==> config.mk <==
export PLATFORM = sky130hd
export DESIGN_NAME = radio_power_mode_sequencer
export DESIGN_NICKNAME = d
export VERILOG_FILES = /design/src/wake_timer.v /design/src/radio_power_mode_sequencer.v
export VERILOG_INCLUDE_DIRS = /design/src /design/src/src
export SDC_FILE = /design/constraint.sdc
export NUM_CORES = 1
export LEC_CHECK = 0
export BUFFER_PORTS_ARGS = -buffer_cell sky130_fd_sc_hd__buf_2
export CAP_MARGIN = 20
export CORE_MARGIN = 10
export CORE_UTILIZATION = 35
export CTS_BUF_LIST = sky130_fd_sc_hd__clkbuf_16
export DETAILED_ROUTE_END_ITERATION = 6
export PLACE_DENSITY = 0.55
export SYNTH_ARGS = -nofsm -noshare
export SYNTH_HDL_FRONTEND = slang
export SYNTH_SLANG_ARGS = --single-unit
==> constraint.sdc <==
create_clock -name clock -period 3.5 [get_ports clock]
set_input_delay 0.175 -clock clock [delete_from_list [all_inputs] [get_ports clock]]
set_output_delay 0.175 -clock clock [all_outputs]
set_load 0.05 [all_outputs]
==> src/radio_power_mode_map.vh <==
// Purpose: constants for the power mode sequencer
// Assumes: 40 MHz clock
// Notes:   states are one-hot
`ifndef RADIO_POWER_MODE_MAP_VH
`define RADIO_POWER_MODE_MAP_VH
`define CLK_FREQ_HZ       40000000
`define ST_RESET          6'h01
`define ST_BOOT           6'h02
`define ST_ACTIVE         6'h04
`define ST_SLEEP          6'h08
`define ST_ALERT          6'h10
`define ST_RADIO          6'h20
`define ACT_STEPS         4'h4
`define ALERT_LEAD_NS     2000
`define ALERT_LEAD_CYC    ((`ALERT_LEAD_NS * 40 + 999) / 1000)
`define SLEEP_TIME_DEF    32'h00000400
`endif

==> src/wake_timer.v <==
// Purpose: count down a sleep interval and pulse on expiry
// Assumes: synchronous active-high reset
// Notes:   load restarts the count
module wake_timer #(
  parameter W = 32
) (
  // clock and reset
  input  wire         clock,
  input  wire         sys_rst,
  // control
  input  wire         load,
  input  wire [W-1:0] load_val,
  input  wire         run,
  // status
  output reg          expired
);
  reg [W-1:0] cnt_q;

  // down counter, one expiry pulse
  always @(posedge clock) begin
    if (sys_rst) begin
      cnt_q   <= {W{1'b0}};
      expired <= 1'b0;
    end else begin
      expired <= 1'b0;
      if (load) begin
        cnt_q <= load_val;
      end else if (run && cnt_q != {W{1'b0}}) begin
        cnt_q <= cnt_q - {{(W-1){1'b0}}, 1'b1};
        if (cnt_q == {{(W-1){1'b0}}, 1'b1})
          expired <= 1'b1;
      end
    end
  end
endmodule

==> src/radio_power_mode_sequencer.v <==
// Purpose: sequence reset, sleep, active and radio modes
// Assumes: all inputs synchronous to clock; sys_rst is the reset pin
// Notes:   boot choice is latched on the first edge after reset release
`include "radio_power_mode_map.vh"

module radio_power_mode_sequencer #(
  parameter TW        = 32,
  parameter LEAD_CYC  = `ALERT_LEAD_CYC,
  parameter SLEEP_DEF = `SLEEP_TIME_DEF
) (
  // clock and reset
  clock,
  sys_rst,
  // software requests
  sleep_req,
  sleep_time,
  use_ring_osc,
  alert_enable,
  // radio scheduler
  radio_sched,
  radio_is_tx,
  radio_done,
  // boot strap pin
  boot_strap_pin,
  // power and clock controls
  regulators_on,
  hs_osc_on,
  ls_xtal_on,
  ls_ring_on,
  rf_if_on,
  core_run,
  retention_on,
  tx_on,
  rx_on,
  // mode and boot status
  mode_active,
  mode_sleep,
  boot_rom,
  boot_flash,
  boot_start,
  // event alert and shared gpio
  txrx_alert_out,
  shared_gpio_out,
  shared_gpio_oe_n,
  shared_gpio_pulldown
);
  input              clock;
  input              sys_rst;
  input              sleep_req;
  input  [TW-1:0]    sleep_time;
  input              use_ring_osc;
  input              alert_enable;
  input              radio_sched;
  input              radio_is_tx;
  input              radio_done;
  input              boot_strap_pin;
  output reg         regulators_on;
  output reg         hs_osc_on;
  output reg         ls_xtal_on;
  output reg         ls_ring_on;
  output reg         rf_if_on;
  output reg         core_run;
  output reg         retention_on;
  output reg         tx_on;
  output reg         rx_on;
  output reg         mode_active;
  output reg         mode_sleep;
  output reg         boot_rom;
  output reg         boot_flash;
  output reg         boot_start;
  output reg         txrx_alert_out;
  output wire        shared_gpio_out;
  output wire        shared_gpio_oe_n;
  output wire        shared_gpio_pulldown;

  localparam [5:0] S_RESET  = `ST_RESET;
  localparam [5:0] S_BOOT   = `ST_BOOT;
  localparam [5:0] S_ACTIVE = `ST_ACTIVE;
  localparam [5:0] S_SLEEP  = `ST_SLEEP;
  localparam [5:0] S_ALERT  = `ST_ALERT;
  localparam [5:0] S_RADIO  = `ST_RADIO;
  localparam [3:0] STEPS    = `ACT_STEPS;
  localparam [15:0] LEAD    = LEAD_CYC[15:0];

  reg  [5:0]  state_q;
  reg  [5:0]  state_d;
  reg  [3:0]  step_q;
  reg  [15:0] lead_q;
  reg         strap_done_q;
  reg         is_tx_q;
  reg         ring_q;
  wire        wake;
  wire        tmr_load;
  wire        ring_d;

  // load the wake interval on entry to sleep
  assign tmr_load = (state_q == S_ACTIVE) && sleep_req && !radio_sched;

  // oscillator choice as it stands once sleep is entered
  assign ring_d = tmr_load ? use_ring_osc : ring_q;

  wake_timer #(.W(TW)) u_wake (
    .clock    (clock),
    .sys_rst  (sys_rst),
    .load     (tmr_load),
    .load_val ((sleep_time == {TW{1'b0}}) ? SLEEP_DEF[TW-1:0] : sleep_time),
    .run      (state_q == S_SLEEP),
    .expired  (wake)
  );

  // next mode
  always @* begin
    state_d = state_q;
    case (state_q)
      S_RESET:  state_d = S_BOOT;
      S_BOOT:   if (step_q == STEPS) state_d = S_ACTIVE;
      S_ACTIVE: begin
        if (radio_sched)
          state_d = alert_enable ? S_ALERT : S_RADIO;
        else if (sleep_req)
          state_d = S_SLEEP;
      end
      S_SLEEP:  if (wake) state_d = S_ACTIVE;
      S_ALERT:  if (lead_q == 16'h0000) state_d = S_RADIO;
      S_RADIO:  if (radio_done) state_d = S_ACTIVE;
      default:  state_d = S_RESET;
    endcase
  end

  // mode register and step counters
  always @(posedge clock) begin
    if (sys_rst) begin
      state_q <= S_RESET;
      step_q  <= 4'h0;
      lead_q  <= 16'h0000;
      is_tx_q <= 1'b0;
      ring_q  <= 1'b0;
    end else begin
      state_q <= state_d;
      step_q  <= (state_q == S_BOOT) ? step_q + 4'h1 : 4'h0;
      if (state_q == S_ACTIVE && radio_sched) begin
        is_tx_q <= radio_is_tx;
        lead_q  <= (LEAD > 16'h0000) ? LEAD - 16'h0001 : 16'h0000;
      end else if (lead_q != 16'h0000) begin
        lead_q <= lead_q - 16'h0001;
      end
      if (tmr_load)
        ring_q <= use_ring_osc;
    end
  end

  // boot strap caught once on the first edge after release
  always @(posedge clock) begin
    if (sys_rst) begin
      strap_done_q <= 1'b0;
      boot_rom     <= 1'b0;
      boot_flash   <= 1'b0;
      boot_start   <= 1'b0;
    end else begin
      boot_start <= 1'b0;
      if (!strap_done_q) begin
        strap_done_q <= 1'b1;
        boot_rom     <= boot_strap_pin;
        boot_flash   <= !boot_strap_pin;
      end
      if (state_q == S_BOOT && step_q == STEPS)
        boot_start <= 1'b1;
    end
  end

  // power, clock and radio controls per mode
  always @(posedge clock) begin
    if (sys_rst) begin
      regulators_on  <= 1'b0;
      hs_osc_on      <= 1'b0;
      ls_xtal_on     <= 1'b0;
      ls_ring_on     <= 1'b0;
      rf_if_on       <= 1'b0;
      core_run       <= 1'b0;
      retention_on   <= 1'b0;
      tx_on          <= 1'b0;
      rx_on          <= 1'b0;
      mode_active    <= 1'b0;
      mode_sleep     <= 1'b0;
      txrx_alert_out <= 1'b0;
    end else begin
      regulators_on  <= (state_d != S_RESET) && (state_d != S_SLEEP);
      hs_osc_on      <= (state_d == S_ACTIVE) || (state_d == S_ALERT) ||
                        (state_d == S_RADIO);
      rf_if_on       <= (state_d == S_ACTIVE) || (state_d == S_ALERT) ||
                        (state_d == S_RADIO);
      core_run       <= (state_d == S_ACTIVE) || (state_d == S_ALERT) ||
                        (state_d == S_RADIO);
      ls_xtal_on     <= (state_d != S_RESET) && (state_d != S_BOOT) &&
                        !((state_d == S_SLEEP) && ring_d);
      ls_ring_on     <= (state_d == S_SLEEP) && ring_d;
      retention_on   <= (state_d != S_RESET);
      tx_on          <= (state_d == S_RADIO) && is_tx_q;
      rx_on          <= (state_d == S_RADIO) && !is_tx_q;
      mode_active    <= (state_d == S_ACTIVE);
      mode_sleep     <= (state_d == S_SLEEP);
      txrx_alert_out <= alert_enable &&
                        ((state_d == S_ALERT) || (state_d == S_RADIO));
    end
  end

  // shared gpio kept as released input with pull-down
  assign shared_gpio_out      = 1'b0;
  assign shared_gpio_oe_n     = 1'b1;
  assign shared_gpio_pulldown = 1'b1;
endmodule

==> impl_metrics.py, run 1 <==
metrics = {
    "worst_setup_path": {
        "arrival_ns": 2.85,
        "crit_path_max_fanout": 8,
        "slowest_stage": "or4_1",
        "r2r_start": "u_wake.cnt_q[5]",
        "required_ns": 3.75,
        "worst_setup_path_start_kind": "register",
        "endpoint": "u_wake.cnt_q[11]",
        "setup.worst_path.class": "register to register",
        "rr_endpoint": "u_wake.cnt_q[11]",
        "critical_path.most_common_cell": "or4_1",
        "path_cells": "or4_4 -> or4_1 -> or3_1 -> or4_1 -> a311oi_1",
        "setup.worst_path.start": "u_wake.cnt_q[5]",
        "rr_worst_depth": 5,
        "critical_path.endpoint_type": "register",
        "reg2reg_setup_slack_ns": 0.90,
        "critical_path.max_stage_delay_ns": 0.57,
    },
    "die": {
        "io_pins": 59,
        "die_height_microns": 126.2,
        "start_util": 0.3609,
        "die-area_sq_um": 15920,
        "fp.coreArea_sq_um": 10940,
        "die-width_microns": 126.2,
        "core.rowCount": 38,
    },
    "timing": {
        "worst_slack_ns": 0.8989,
        "setup_viol_count_final": 0,
        "worst_slew_pin_slew_ns": 0.8336,
        "finalHoldViolCount": 0,
        "achievable-frequency_mhz": 384.5,
        "timing.slew.headroom": 0.4409,
        "fin_worst_skew_ns": 0.004777,
        "period_share": 0.7432,
        "fin_worst_hold_slack_ns": 0.05034,
        "rsz0062_at_grt": "no",
        "timing.final.crit_period_ns": 2.601,
        "final.setup.tns_ns": 0,
        "slew_limit_fails": 0,
    },
    "run": {
        "maxCapViolCount": 0,
    },
    "grt": {
        "grtUsageTotal": 0.1379,
        "grt_pass1_wl_mm": 18.56,
        "grt_pass1_vias": 3757,
        "total_global_routing_overflow": 0,
        "grt_antenna_before_repair": 0,
        "grt_max_degree": 46,
    },
    "detailed_routing": {
        "wl_per_cell_microns": 16.53,
        "postRouteAntennaNets": 0,
        "detailedRoute.firstPassIterationCount": 6,
        "num_vias": 3838,
        "wirelength_mm": 11.07,
        "avgViaCountPerCell": 5.728,
        "drt_iter0_drc": 324,
        "post-route-drc-count": 0,
    },
    "placement": {
        "post-place-cells": 654,
        "place.port_buffers": 55,
        "placement.cell_area_sq_um": 4332,
        "dp_hpwl_mm": 7.894,
        "gpl.final_weighted_congestion": 0.8340,
        "placement.setup.worst_slack_ns": 0.8845,
    },
    "finish": {
        "layout.cell_area.non_filler_sq_um": 4626,
        "areaGrowthSynthToFinish_pct": 17.22,
        "nets": 571,
        "regArea_sq_um": 1501,
        "final_util": 0.4230,
        "multi_input_area_sq_um": 2245,
        "layout.cells.non_filler": 670,
        "fillcell_total": 1137,
        "num_antenna_cells": 0,
        "final_layout_size_suffix_gt1_frac": 0.1717,
    },
    "clock_tree": {
        "clock_insertion_delay_worst_skew_ns": 0.34,
        "postCtsSetupRepairBufs": 0,
        "post_cts_resized": 0,
        "clock-sinks": 75,
        "cts_htree_levels": 3,
        "tritoncts": "yes",
        "cts_root_cell": "clkbuf_16",
        "clockBufferDepth": 2,
        "ctsHoldBuffers": 0,
        "cts.clk_slew.worst_paths_ns": 0.06,
        "cts-buffers-inserted": 9,
    },
    "min_path": {
        "timing.hold.worst.class": "primary input to register",
    },
    "yosys": {
        "yosys.cell_types.count": 62,
        "synth-seq-cells": 75,
        "asyncSetResetFlopFracSynth": 0,
        "synth_edf_count": 0,
        "synth_cells": 479,
        "synth-seq-area-share": 0.3805,
        "ys.warnings.count": 0,
        "syn-cell-area_sq_um": 3946,
        "syn_area_per_cell_sq_um": 8.239,
        "synth_ff_type": "dfxtp_1",
    },
    "pwr": {
        "leakage_nw": 1.828,
        "ir_drop_worst_vdd_mv": 0.3833,
        "p_total_mw": 2.601,
        "power-per-cell-area_nw_per_um2": 562.3,
    },
    "outcome": {
        "status": "finished clean",
    },
}
power breakdown:
part / switching (mW) / leakage, nW / internal, mW
combinational: 0.365 / 1.07 / 0.268
sequential: 0.0973 / 0.609 / 0.949
clock: 0.371 / 0.147 / 0.550
sequential cells by signal, summed over array words and instances, names as in the netlist:
register	count
step_q	4
mode_active	1
strap_done_q	1
u_wake.expired	1
boot_flash	1
tx_on	1
ls_ring_on	1
is_tx_q	1
rx_on	1
u_wake.cnt_q	32
ls_xtal_on	1
ring_q	1
state_q	6
mode_sleep	1
boot_rom	1
boot_start	1
regulators_on	1
txrx_alert_out	1
lead_q	16
retention_on	1
core_run	1
Yosys cell counts (3+ instances only):
cell type  instances  area share
o31ai_1            8       0.015
a221oi_1           5       0.011
a31o_2             3      0.0067
inv_1             19       0.018
o21a_1             5      0.0095
mux2i_1            3      0.0076
nor4_1            27       0.043
o21ai_0           16       0.020
or4_1             10       0.019
ha_1               5       0.016
xor2_1            13       0.029
and4_1             6       0.013
buf_4              5      0.0095
nor2b_1            9       0.014
a31oi_1            6      0.0095
or2_2              4      0.0063
nand4_1           14       0.022
a311oi_1          11       0.024
a211oi_1           9       0.017
o311ai_0           3      0.0067
nor2_1            59       0.056
or3_1              8       0.013
nor3_1            16       0.020
nor4b_1            3      0.0067
dfxtp_1           75        0.38
a2111oi_0          4      0.0089
a21oi_1           12       0.015
nand3_1           17       0.022
o41ai_1            3      0.0067
xnor2_1            5       0.011
and3_1             8       0.013
nand2_1           23       0.022
and2_1             7       0.011
clkbuf_1          22       0.021
worst min path at each step:
stage,from,endpoint,cells after the start
final,sys_rst,mode_sleep,2
after global routing,sys_rst,ring_q,2
after CTS,sys_rst,mode_sleep,2
after detailed placement,sys_rst,mode_sleep,2
after global placement,sys_rst,mode_sleep,2
after floorplan,alert_enable,txrx_alert_out,1
kinds of logic after synthesis:
kind of cell,share of synthesized area
multiplexers,0.01332
adder cells (fa/ha/maj),0.01585
XOR/XNOR,0.03995
AO/OA/AOI/OAI,0.1906
flip-flops,0.3805
buffers and inverters,0.05168
other,0.001903
AND/OR/NAND/NOR,0.3063
metal layers:
metal | track usage | up-vias | wire length, microns
met5 | 0 | - | 0
li1 | - | 1900 | -
met1 | 0.1747 | 1806 | 5120
met4 | 0.04488 | 0 | 155
met3 | 0.03901 | 13 | 740
met2 | 0.2205 | 119 | 5056
layout by cell type, fill, tap and decap left out, drive strengths merged, types with 3 or more instances in the layout:
master | netlist | final
dfxtp | 75 | 75
buf | 7 | 63
nor2 | 59 | 59
nor4 | 27 | 27
nand2 | 23 | 23
inv | 19 | 21
nand3 | 17 | 17
nor3 | 16 | 16
o21ai | 16 | 16
nand4 | 14 | 14
xor2 | 13 | 13
a21oi | 12 | 12
or4 | 12 | 12
a311oi | 11 | 11
nor2b | 9 | 9
a211oi | 9 | 9
clkbuf | 22 | 9
o31ai | 8 | 8
or3 | 8 | 8
and3 | 8 | 8
and2 | 7 | 7
and4 | 6 | 6
a31oi | 6 | 6
xnor2 | 5 | 5
o21a | 5 | 5
a221oi | 5 | 5
ha | 5 | 5
a2111oi | 4 | 4
or2 | 4 | 4
nor4b | 4 | 4
clkinv | 1 | 4
a31o | 3 | 3
mux2i | 3 | 3
o41ai | 3 | 3
o311ai | 3 | 3
conb | 2 | 3
area by class of cell:
cell class | instances | share of cell area
clock buffer | 9 | 0.04869
clock inverter | 7 | 0.01488
inverter | 20 | 0.01623
multi-input combinational | 356 | 0.4853
sequential | 75 | 0.3246
tap | 140 | 0.03787
timing repair buffer | 63 | 0.07249
critical path, delay by kind of cell (launching register included):
kind               cells  cell delay [ns]
DFF                    1             0.36
AOI/OAI and AO/OA      1             0.25
and+or+nand+nor        4             1.91
Power figures use the tool's default switching activity.
==> inputs of run 2 (changes only) <==
Settings changed: ABC_AREA set to 1.
Clock period 3.5 ns to 2.6 ns, I/O delays scaled along.
==> run 2 against run 1 <==
Against the previous run:
- register-to-register slack got worse by 0.50 ns
- synthesized cell count increased by 52%
- clock-buffer cell count unchanged
- sequential cell count unchanged
- setup slack got worse by 0.50 ns
- synthesized area increased by 14%
- global-route usage increased by 0.59 points
- via count increased by 21%
- combinational power increased by 22%
- highest routed layer unchanged
==> impl_metrics.py, run 2 <==
metrics = {
    "grt": {
        "total_global_routing_overflow": 0,
        "grt_pass1_vias": 4591,
        "grt_antenna_before_repair": 0,
        "grtUsageTotal": 0.1437,
        "grt_pass1_wl_mm": 21.65,
        "grt_max_degree": 34,
    },
    "clock_tree": {
        "cts.clk_slew.worst_paths_ns": 0.06,
        "cts-buffers-inserted": 9,
        "postCtsSetupRepairBufs": 0,
        "clock_insertion_delay_worst_skew_ns": 0.34,
        "post_cts_resized": 0,
        "tritoncts": "yes",
        "clockBufferDepth": 2,
        "ctsHoldBuffers": 0,
        "cts_root_cell": "clkbuf_16",
        "cts_htree_levels": 3,
        "clock-sinks": 75,
    },
    "timing": {
        "timing.final.crit_period_ns": 2.205,
        "period_share": 0.8482,
        "slew_limit_fails": 0,
        "final.setup.tns_ns": 0,
        "setup_viol_count_final": 0,
        "worst_slew_pin_slew_ns": 0.5588,
        "rsz0062_at_grt": "no",
        "achievable-frequency_mhz": 453.4,
        "fin_worst_skew_ns": 0.005021,
        "finalHoldViolCount": 0,
        "timing.slew.headroom": 0.6269,
    },
    "finish": {
        "multi_input_area_sq_um": 2555,
        "fillcell_total": 1407,
        "areaGrowthSynthToFinish_pct": 15.75,
        "final_cell_mix": "nand2_1, nor2_1, inv_1, dfxtp_1, buf_2",
        "nets": 820,
        "regArea_sq_um": 1501,
        "largest_reg_flops": 32,
        "final_layout_size_suffix_gt1_frac": 0.1348,
        "top_register": "u_wake.cnt_q",
        "layout_commonest_cell": "nand2_1",
        "num_antenna_cells": 0,
        "reg.largest.list": "u_wake.cnt_q x32, lead_q x16, state_q x6",
    },
    "worst_setup_path": {
        "slowest_stage": "dfxtp_1",
        "critical_path.max_stage_delay_ns": 0.34,
        "setup.worst_path.class": "register to register",
        "arrival_ns": 2.47,
        "rr_worst_depth": 12,
        "worst_setup_path_start_kind": "register",
        "path_cells": "inv_1 -> ha_1 -> nand2_4 -> nor2_4 -> nand2_2 -> clkinv_2 -> nand2_2 -> nand2_4 -> nand2_4 -> inv_6 -> nand2_1 -> a21oi_1",
        "crit_path_max_fanout": 31,
        "required_ns": 2.87,
        "critical_path.most_common_cell": "nand2_4",
        "critical_path.endpoint_type": "register",
    },
    "detailed_routing": {
        "post-route-drc-count": 0,
        "drt_iter0_drc": 347,
        "postRouteAntennaNets": 0,
        "wirelength_mm": 12.70,
        "wl_per_cell_microns": 13.35,
        "detailedRoute.firstPassIterationCount": 6,
        "num_vias": 4632,
        "avgViaCountPerCell": 4.871,
    },
    "yosys": {
        "synth_ff_type": "dfxtp_1",
        "syn_area_per_cell_sq_um": 6.198,
        "syn-cell-area_sq_um": 4512,
        "synth_cells": 728,
        "synth_edf_count": 0,
        "post-synth-top-count-cell": "nand2_1",
        "asyncSetResetFlopFracSynth": 0,
        "yosys-top-cells-area": "dfxtp_1, nand2_1, nor2_1",
        "synthDominantAreaCellType": "dfxtp_1",
        "yosys.cell_types.count": 38,
        "ys.warnings.count": 0,
        "synth-seq-area-share": 0.3328,
        "synth-seq-cells": 75,
        "netlist_top_cells_count": "nand2_1, nor2_1, inv_1",
        "netlist.area_leader.share": 0.3328,
    },
    "pwr": {
        "power.net_switching_mw": 1.047,
        "p_total_mw": 3.508,
        "power_frac_comb": 0.220,
        "power-per-cell-area_nw_per_um2": 671.8,
        "ir_drop_worst_vdd_mv": 0.3802,
        "leakage_nw": 2.589,
        "pwr-share-clk": 0.403,
        "p_int_mw": 2.461,
        "netSwitchingFraction": 0.2984,
        "seqPwrFrac": 0.376,
    },
    "die": {
        "die-area_sq_um": 17830,
        "start_util": 0.3575,
        "die_height_microns": 133.5,
        "fp.coreArea_sq_um": 12620,
        "die-width_microns": 133.5,
        "io_pins": 59,
        "core.rowCount": 41,
    },
    "placement": {
        "gpl.final_weighted_congestion": 0.9064,
        "place.port_buffers": 55,
        "dp_hpwl_mm": 9.574,
    },
    "min_path": {
        "timing.hold.worst.class": "primary input to register",
        "number_of_stages_on_the_worst_hold_path": 3,
    },
    "outcome": {
        "status": "finished clean",
    },
    "run": {
        "maxCapViolCount": 0,
    },
}
## run 2: changes by cell type in the layout (fill, tap and decap cells not counted), sizes merged, moves of 11 or more
cell    before  now
a311oi      11    0
a21oi       12   30
or4         12    0
nor2        59  173
nand2       23  177
o21ai       16   38
nand3       17   51
inv         21   83
nor4        27    3
## run 2: final timing paths
check / endpoint / slack, ns / start
min: is_tx_q / 0.09 / radio_is_tx
max reg2reg: u_wake.cnt_q[16] / 0.39 / u_wake.cnt_q[0]
min reg2reg: rx_on / 0.42 / is_tx_q
max: u_wake.cnt_q[16] / 0.39 / u_wake.cnt_q[0]
## run 2: area by class of cell
| type | instances | area share |
|---|---|---|
| multi-input combinational | 548 | 0.4892 |
| sequential | 75 | 0.2875 |
| inverter | 81 | 0.05942 |
| timing repair buffer | 59 | 0.05846 |
| clock buffer | 9 | 0.04312 |
| tap | 172 | 0.04121 |
| clock inverter | 7 | 0.02108 |
## run 2: metal layers
| layer | global-route usage | share of wire |
|---|---|---|
| met1 | 0.1738 | 0.47 |
| met4 | 0.05562 | 0.024 |
| met2 | 0.2395 | 0.46 |
| met3 | 0.03534 | 0.048 |
| met5 | 0 | 0 |
## run 2: through the flow
stage               instance area, sq um    util  hold WS [ns]  setup slack [ns]  std cells
floorplan                           4516       -        0.2943            0.9491        729
CTS                                 5223  0.4138       0.07843            0.3920        951
global placement                    4887  0.3873        0.4011            0.5432        935
finish                              5223  0.4138       0.08881            0.3946        951
detailed placement                  4887  0.3873        0.4143            0.4110        935
global route                        5223  0.4138       0.09371            0.2055        951
## run 2: power groups by stage
stage          clock network (mW)  logic (mW)  registers, mW
6_report                     1.41       0.773           1.32
3_3_place_gp                    0       0.753           1.34
5_1_grt                      1.49       0.899           1.33
2_1_floorplan                   0       0.584           1.36
3_5_place_dp                    0       0.768           1.34
4_1_cts                      1.45       0.774           1.32
## run 2: cells by family (layout without fill, tap and decap cells)
kind of cell,after synthesis,after routing,share of synthesized area
other,2,3,0.001665
and+or+nand+nor,446,446,0.4229
adders and majority gates,5,5,0.01387
AOI/OAI and AO/OA,79,79,0.09789
xor gates and xnor gates,15,15,0.02912
buffers and inverters,106,156,0.1018
DFF,75,75,0.3328
## run 2: critical path, delay by kind of cell (launching register included)
| family | cells | cell delay (ns) |
|---|---|---|
| buffers and inverters | 3 | 0.44 |
| flip-flops | 1 | 0.34 |
| AO/OA/AOI/OAI | 1 | 0.15 |
| AND/OR/NAND/NOR | 7 | 0.87 |
| adder cells (fa/ha/maj) | 1 | 0.29 |
